[config.mk]
export PLATFORM = sky130hd
export DESIGN_NAME = sms_sfr_area_map_select
export DESIGN_NICKNAME = d
export VERILOG_FILES = /design/src/rtl/sms_pkg.sv /design/src/rtl/sms_sfr_area_map_select.sv
export SDC_FILE = /design/constraint.sdc
export NUM_CORES = 1
export LEC_CHECK = 0
export BUFFER_PORTS_ARGS = -buffer_cell sky130_fd_sc_hd__buf_2
export CELL_PAD_IN_SITES_DETAIL_PLACEMENT = 1
export CELL_PAD_IN_SITES_GLOBAL_PLACEMENT = 1
export CORE_UTILIZATION = 33
export DETAILED_ROUTE_END_ITERATION = 10
export HOLD_SLACK_MARGIN = 0.02
export PLACE_DENSITY_LB_ADDON = 0.1
export SLEW_MARGIN = 30
export SYNTH_ARGS = -nofsm -noshare
export SYNTH_HDL_FRONTEND = slang
export SYNTH_SLANG_ARGS = --single-unit
[constraint.sdc]
create_clock -name clk_sys -period 1.5 [get_ports clk_sys]
set_input_delay 0.225 -clock clk_sys [delete_from_list [all_inputs] [get_ports clk_sys]]
set_output_delay 0.225 -clock clk_sys [all_outputs]
set_load 0.01 [all_outputs]
[src/rtl/sms_pkg.sv]
package sms_pkg;

    // ------------------------------------------------------------------
    // Register map
    // ------------------------------------------------------------------
    localparam logic [7:0] SYSTEM_CONTROL_ADDR      = 8'hb1;
    localparam logic [7:0] DATA_POINTER_SELECT_ADDR = 8'h92;
    localparam logic [7:0] POWER_CONTROL_SECOND_DEF = 8'h88;
    localparam logic [7:0] PORT5_DIRECTION_DEF      = 8'hf8;

    // ------------------------------------------------------------------
    // Field layout and reset values
    // ------------------------------------------------------------------
    localparam int         SFR_MAP_SELECT_BIT   = 6;
    localparam logic [7:0] SYSTEM_CONTROL_RESET_ROM  = 8'h21;  // X010XX01, unknown bits as zero.
    localparam logic [7:0] SYSTEM_CONTROL_RESET_OTP  = 8'h21;  // X010X001, unknown bits as zero.
    localparam logic [7:0] SYSTEM_CONTROL_IMPL_ROM   = 8'h73;  // Bits that hold state on ROM parts.
    localparam logic [7:0] SYSTEM_CONTROL_IMPL_OTP   = 8'h77;  // Bits that hold state on OTP parts.
    localparam logic [7:0] DATA_POINTER_SELECT_RESET = 8'h00;  // XXXXX000.
    localparam logic [7:0] DATA_POINTER_SELECT_IMPL  = 8'h07;
    localparam int         SFR_COUNT_DEF        = 59;
    localparam int         REG_BANK_COUNT       = 4;

    // ------------------------------------------------------------------
    // Carriers and states
    // ------------------------------------------------------------------
    typedef struct packed {
        logic [7:0] addr;
        logic [7:0] wdata;
        logic       wr;
        logic       rd;
    } sms_req_t;

    typedef struct packed {
        logic sel_standard;
        logic sel_power_control_second;
        logic sel_port5_direction;
    } sms_sel_t;

    typedef enum logic [1:0] {
        SMS_RUN   = 2'b00,
        SMS_BREAK = 2'b01,
        SMS_STEP  = 2'b10
    } sms_emu_t;

endpackage

[src/rtl/sms_sfr_area_map_select.sv]
`timescale 1ns/10ps

// How it works
// Map-select bit clear routes every register access to the standard area; reset clears it.
// Map-select bit set routes accesses to the mapped area instead.
// Hardware never clears the map-select bit outside reset; only a software write does.
// Only second power control and port 5 direction decode in the mapped area.
// System control register sits at b1 hex with variant-specific reset pattern.
// All processor registers except program counter and four banks live here.
// Standard and mapped areas together hold 59 registers.
// Emulation controls the device and reports execution over ports 0, 2.
// Emulator may single-step the device and read registers after a break.
// Data pointer select sits at 92 hex, resetting to XXXXX000.
// Reading the map-select bit returns the last written or reset value.
module sms_sfr_area_map_select
    import sms_pkg::*;
#(
    parameter bit         OTP_VARIANT          = 1'b0,
    parameter logic [7:0] POWER_CONTROL_SECOND = POWER_CONTROL_SECOND_DEF,
    parameter logic [7:0] PORT5_DIRECTION      = PORT5_DIRECTION_DEF,
    parameter int         SFR_COUNT            = SFR_COUNT_DEF
) (
    input  wire logic       clk_sys,
    input  wire logic       reset,
    input  wire sms_req_t   cpu_req,
    output sms_sel_t        cpu_sel,
    output logic            sfr_map_select,
    input  wire logic [7:0] periph_rdata,
    output logic [7:0]      cpu_rdata,
    output logic [2:0]      data_pointer_select,
    input  wire logic       emu_break_pin,
    input  wire logic       emu_step_pin,
    input  wire logic [7:0] emu_rd_addr,
    input  wire logic       emu_rd,
    output sms_sel_t        emu_sel,
    output logic [7:0]      emu_rdata,
    output logic            cpu_run,
    output logic            emu_halted
);

    // ------------------------------------------------------------------
    // Elaboration checks
    // ------------------------------------------------------------------
    // The register count is fixed by the device; other sizes are not served.
    if (SFR_COUNT != SFR_COUNT_DEF) begin : g_bad_count
        $error("sfr count must be 59");
    end
    if (POWER_CONTROL_SECOND == PORT5_DIRECTION) begin : g_bad_map
        $error("mapped registers need distinct addresses");
    end

    // A mapped register placed on a local address would hide that register while
    // the map bit is set; on the system control address, software could then never clear the bit again.
    function automatic logic clashes_local(input logic [7:0] addr);
        return (addr == SYSTEM_CONTROL_ADDR) || (addr == DATA_POINTER_SELECT_ADDR);
    endfunction
    if (clashes_local(POWER_CONTROL_SECOND)) begin : g_bad_pcs
        $error("second power control address hides a local register");
    end
    if (clashes_local(PORT5_DIRECTION)) begin : g_bad_p5
        $error("port 5 direction address hides a local register");
    end

    // The mask of state-holding bits differs between the variants; both reset patterns load 21 hex.
    localparam logic [7:0] SC_RESET = OTP_VARIANT ? SYSTEM_CONTROL_RESET_OTP
                                                  : SYSTEM_CONTROL_RESET_ROM;
    localparam logic [7:0] SC_IMPL  = OTP_VARIANT ? SYSTEM_CONTROL_IMPL_OTP
                                                  : SYSTEM_CONTROL_IMPL_ROM;

    // ------------------------------------------------------------------
    // Decoding
    // ------------------------------------------------------------------
    // Shared by the CPU port and the emulator readout so both see one map.
    function automatic sms_sel_t decode(input logic [7:0] addr, input logic map_sel);
        sms_sel_t s;
        s.sel_power_control_second = map_sel && (addr == POWER_CONTROL_SECOND);
        s.sel_port5_direction      = map_sel && (addr == PORT5_DIRECTION);
        s.sel_standard = !(s.sel_power_control_second || s.sel_port5_direction);
        return s;
    endfunction

    // A local register answers only while the standard area is decoded for it.
    function automatic logic local_hit(input logic [7:0] addr, input sms_sel_t s,
                                       input logic [7:0] target);
        return s.sel_standard && (addr == target);
    endfunction

    // Local registers answer only in the standard area.
    function automatic logic [7:0] local_read(input logic [7:0] addr, input sms_sel_t s,
                                              input logic [7:0] sc, input logic [7:0] dp,
                                              input logic [7:0] ext);
        logic [7:0] r;
        r = ext;
        if (local_hit(addr, s, SYSTEM_CONTROL_ADDR)) begin
            r = sc;
        end else if (local_hit(addr, s, DATA_POINTER_SELECT_ADDR)) begin
            r = dp;
        end
        return r;
    endfunction

    // ------------------------------------------------------------------
    // Registers
    // ------------------------------------------------------------------
    logic [7:0] system_control_ff;
    logic [7:0] nxt_system_control;
    logic [7:0] ptr_sel_ff;
    logic [7:0] nxt_ptr_sel;
    logic [7:0] cpu_rdata_ff;
    logic [7:0] nxt_cpu_rdata;
    logic [7:0] emu_rdata_ff;
    logic [7:0] nxt_emu_rdata;

    // The emulator decodes with the CPU's map bit, so a readout after a break
    // shows each register exactly as the program would have reached it.
    assign sfr_map_select      = system_control_ff[SFR_MAP_SELECT_BIT];
    assign cpu_sel             = decode(cpu_req.addr, sfr_map_select);
    assign emu_sel             = decode(emu_rd_addr, sfr_map_select);
    assign data_pointer_select = ptr_sel_ff[2:0];
    assign cpu_rdata           = cpu_rdata_ff;
    assign emu_rdata           = emu_rdata_ff;

    // Writes land only when the standard area is decoded; outside reset the map bit changes
    // solely here, never by any other hardware event.
    always_comb begin
        nxt_system_control = system_control_ff;
        nxt_ptr_sel        = ptr_sel_ff;
        nxt_cpu_rdata      = cpu_rdata_ff;
        nxt_emu_rdata      = emu_rdata_ff;
        if (cpu_req.wr && local_hit(cpu_req.addr, cpu_sel, SYSTEM_CONTROL_ADDR)) begin
            nxt_system_control = cpu_req.wdata & SC_IMPL;
        end
        if (cpu_req.wr && local_hit(cpu_req.addr, cpu_sel, DATA_POINTER_SELECT_ADDR)) begin
            nxt_ptr_sel = cpu_req.wdata & DATA_POINTER_SELECT_IMPL;
        end
        if (cpu_req.rd) begin
            nxt_cpu_rdata = local_read(cpu_req.addr, cpu_sel, system_control_ff,
                                       ptr_sel_ff, periph_rdata);
        end
        // Readout is only offered while halted, so it never races the program.
        if (emu_rd && emu_halted) begin
            nxt_emu_rdata = local_read(emu_rd_addr, emu_sel, system_control_ff,
                                       ptr_sel_ff, periph_rdata);
        end
    end

    // Masked bits reset to zero and stay zero, so software always reads them
    // back as zero whatever it wrote.
    always_ff @(posedge clk_sys) begin
        if (reset) begin
            system_control_ff <= SC_RESET;
            ptr_sel_ff        <= DATA_POINTER_SELECT_RESET;
            cpu_rdata_ff      <= 8'h00;
            emu_rdata_ff      <= 8'h00;
        end else begin
            system_control_ff <= nxt_system_control;
            ptr_sel_ff        <= nxt_ptr_sel;
            cpu_rdata_ff      <= nxt_cpu_rdata;
            emu_rdata_ff      <= nxt_emu_rdata;
        end
    end

    // ------------------------------------------------------------------
    // Emulation control
    // ------------------------------------------------------------------
    // Pins from the emulation hardware are asynchronous, so each passes two
    // flip-flops; the step request is edge-detected after that.
    logic [1:0] brk_sync_ff;
    logic [1:0] nxt_brk_sync;
    logic [1:0] stp_sync_ff;
    logic [1:0] nxt_stp_sync;
    logic       stp_prev_ff;
    logic       nxt_stp_prev;
    sms_emu_t   emu_state_ff;
    sms_emu_t   nxt_emu_state;
    logic       step_edge;

    assign step_edge  = stp_sync_ff[1] && !stp_prev_ff;
    assign cpu_run    = (emu_state_ff == SMS_RUN) || (emu_state_ff == SMS_STEP);
    assign emu_halted = (emu_state_ff == SMS_BREAK);

    // A step lets exactly one cycle through, then the device halts again.
    always_comb begin
        nxt_brk_sync  = {brk_sync_ff[0], emu_break_pin};
        nxt_stp_sync  = {stp_sync_ff[0], emu_step_pin};
        nxt_stp_prev  = stp_sync_ff[1];
        nxt_emu_state = emu_state_ff;
        case (emu_state_ff)
            SMS_RUN: begin
                if (brk_sync_ff[1]) begin
                    nxt_emu_state = SMS_BREAK;
                end
            end
            SMS_BREAK: begin
                if (!brk_sync_ff[1]) begin
                    nxt_emu_state = SMS_RUN;
                end else if (step_edge) begin
                    nxt_emu_state = SMS_STEP;
                end
            end
            SMS_STEP: begin
                nxt_emu_state = SMS_BREAK;
            end
            default: begin
                nxt_emu_state = SMS_RUN;
            end
        endcase
    end

    // Reset returns to running, so a board with no emulator attached simply
    // executes; the cleared step history avoids a false step after reset.
    always_ff @(posedge clk_sys) begin
        if (reset) begin
            brk_sync_ff  <= 2'h0;
            stp_sync_ff  <= 2'h0;
            stp_prev_ff  <= 1'b0;
            emu_state_ff <= SMS_RUN;
        end else begin
            brk_sync_ff  <= nxt_brk_sync;
            stp_sync_ff  <= nxt_stp_sync;
            stp_prev_ff  <= nxt_stp_prev;
            emu_state_ff <= nxt_emu_state;
        end
    end

endmodule

==> flow_metrics.py <==
metrics = {
    "global_route": {
        "grt_max_degree": 19,
        "grt_pass1_vias": 1518,
        "grt_overflow": 0,
        "antenna_found_initial": 0,
        "grt_use_total": 0.202,
        "grt_pass1_wl_um": 6900,
    },
    "synthesis": {
        "synth-seq-area-share": 0.421,
        "synth-compound-area-share": 0.157,
        "synthSimpleGateAreaFrac": 0.359,
        "synth_area_leaders": "dfxtp_1, nor2_1, nor2b_1, mux2i_1, a21oi_1",
        "synth_fa_ha_area_frac": 0,
        "yosysTopAreaCellShare": 0.421,
        "yosys-top-cells-count": "dfxtp_1, nor2_1, a21oi_1, nand2_1, nor2b_1",
        "synth-edff-count": 0,
        "synth_area_sq_mm": 0.00148,
        "post_synth.cell_area_avg_sq_um": 8.94,
        "synth_cell_type_count": 39,
        "synthXorXnorAreaFrac": 0,
        "synth_top_family_by_area": "simple AND/OR/NAND/NOR gates",
        "synth_ff_type": "dfxtp_1",
        "synthCells": 165,
        "yosysTopAreaCell": "dfxtp_1",
        "yosysMostFrequentCell": "dfxtp_1",
        "muxShareOfSynthArea": 0.0407,
        "ys_ff_latch": 31,
        "postSynth.asyncResetShare": 0,
        "synth_warnings": 0,
        "synth_nets": 204,
    },
    "timing": {
        "slew_viol_final": 0,
        "finalSetupViolations": 0,
        "timing.fmax_mhz": 696,
        "slew_headroom": 0.760,
        "tightest_slew_ps": 359,
        "rsz0062_at_grt": "true",
        "finalSetupTns_ps": 0,
        "skew_ps": 5.76,
        "period_needed_ps": 1440,
        "hold_slack_ps": 157,
        "finalCritPeriodShare": 0.958,
        "final_hold_viol_count": 0,
    },
    "hold_path": {
        "hp-class": "primary input to register",
        "min_path_cells": 2,
    },
    "die": {
        "num_io_pins": 67,
        "core_area_sq_mm": 0.00414,
        "placementRows": 23,
        "die_w_um": 68.9,
        "die_area_sq_mm": 0.00474,
        "start_util": 0.356,
        "die_h_um": 68.9,
    },
    "routing": {
        "route.detailed.drc": 0,
        "num_vias": 1516,
        "firstDrtPassIters": 4,
        "drtIter0Drc": 54,
        "viasPerCell": 5.26,
        "post_drt_wl_per_cell_um": 15.0,
        "drtAntennaViolNets": 0,
        "drt_wl_total_um": 4320,
    },
    "finish": {
        "syn_to_final_growth_pct": 36.8,
        "nFillCells": 530,
        "fin_util": 0.487,
        "layout-drive-gt1-share": 0.374,
        "nets": 276,
        "antenna_cells": 0,
    },
    "setup_path": {
        "critPathRequiredTime_ps": 1270,
        "cp-start-kind": "register",
        "rr_worst_depth": 4,
        "path_class": "register to output port",
        "end_kind": "output port",
        "critPathArrivalTime_ps": 1210,
        "critPathMaxFanout": 5,
    },
    "clock_tree": {
        "cts_max_level": 2,
        "clkLatencyLatePin_ps": 280,
        "clockBufferDepth": 2,
        "cts_tree": "yes",
        "numCtsBuffers": 5,
        "clk_pin_slew_ps": 70,
        "hold_buffers": 0,
        "root_buffer": "clkbuf_8",
        "numClockSinks": 31,
    },
    "pwr": {
        "switching_share": 0.228,
        "power.total_mw": 1.91,
        "p_int_mw": 1.48,
        "p_switching_uw": 437,
        "leakage_nw": 0.937,
        "pwr-share-comb": 0.108,
        "seqPwrFrac": 0.447,
        "clkPwrFrac": 0.445,
        "vdd_ir_drop_max_mv": 0.406,
        "p_per_area_mw_per_mm2": 948,
    },
    "run": {
        "cap_viol_max_count": 0,
    },
    "placed_design": {
        "port_buffers": 64,
        "gp_congestion": 0.752,
        "dp_hpwl_um": 3500,
    },
    "outcome": {
        "status": "completed",
    },
}
[cell type report]
type	instances	area [sq um]	area share
clock buffer	6	82.6	0.0409
clock inverter	2	35.0	0.0174
inverter	4	15.0	0.00744
multi-input combinational	125	833	0.413
sequential	31	624	0.309
tap	50	62.6	0.0310
timing repair buffer	70	365	0.181
[final timing paths]
kind                              from             end  slack, ps
hold / removal           emu_break_pin  brk_sync_ff[0]        160
setup / recovery  system_control_ff[6]      emu_sel[2]         60
hold reg to reg         brk_sync_ff[0]  brk_sync_ff[1]        440
setup reg to reg       emu_state_ff[0]    emu_rdata[5]        100
[registers in the layout, summed over array words and instances, names as in the netlist]
| signal | cells |
|---|---|
| emu_rdata | 8 |
| system_control_ff | 5 |
| emu_state_ff | 2 |
| ptr_sel_ff | 3 |
| cpu_rdata | 8 |
| stp_prev_ff | 1 |
| brk_sync_ff | 2 |
| stp_sync_ff | 2 |
[cells in the final DEF (no fill, tap or decap), drive strengths merged, types with 3 or more instances in the layout]
cell type	count
nand3	11
nand4	4
a21oi	11
o22ai	4
buf	70
nor2b	10
clkbuf	6
nand2	10
inv	4
dfxtp	31
nor2	28
nand2b	4
mux2i	6
a2111oi	3
nor3	4
[power by group through the flow]
stage / Clock, mW / Sequential (mW) / Combinational [mW]
floorplan: 0 / 0.882 / 0.0865
global placement: 0 / 0.875 / 0.195
detailed placement: 0 / 0.877 / 0.205
CTS: 0.874 / 0.856 / 0.207
global route: 0.915 / 0.859 / 0.228
finish: 0.852 / 0.856 / 0.206
[worst max-delay path, stage by stage (launching register included)]
cell     delay (ps)
dfxtp_4         380
nand4_1         120
nor4_2          210
nor2_1           80
buf_2           140
[through the flow]
stage | setup WS (ps) | cells | instance area, sq um
after CTS | 13.5 | 287 | 2010
after global placement | 136 | 279 | 1880
after floorplan | 120 | 165 | 1480
after global routing | -44.0 | 288 | 2020
after detailed placement | 32.7 | 279 | 1880
final | 63.4 | 288 | 2020
[cells by family (layout without fill, tap and decap cells)]
family          after synthesis  in the layout
flops                        31             31
buf+inv                       9             82
compound gates               31             31
simple gates                 88             88
mux                           6              6
[metal layers]
layer / vias up / wire, um / global-route usage
met5: - / 0 / 0
met4: 0 / 55 / 0.0689
met3: 6 / 266 / 0.0543
met2: 47 / 2240 / 0.373
met1: 718 / 1760 / 0.219
li1: 745 / - / -
[repair_timing]
action | CTS | global route
resized for setup | 4 | 0
cloned | 0 | 0
buffers inserted | 0 | 1
endpoints found under the setup margin | 6 | 4
Note: power is estimated with default switching activity, not from simulation.
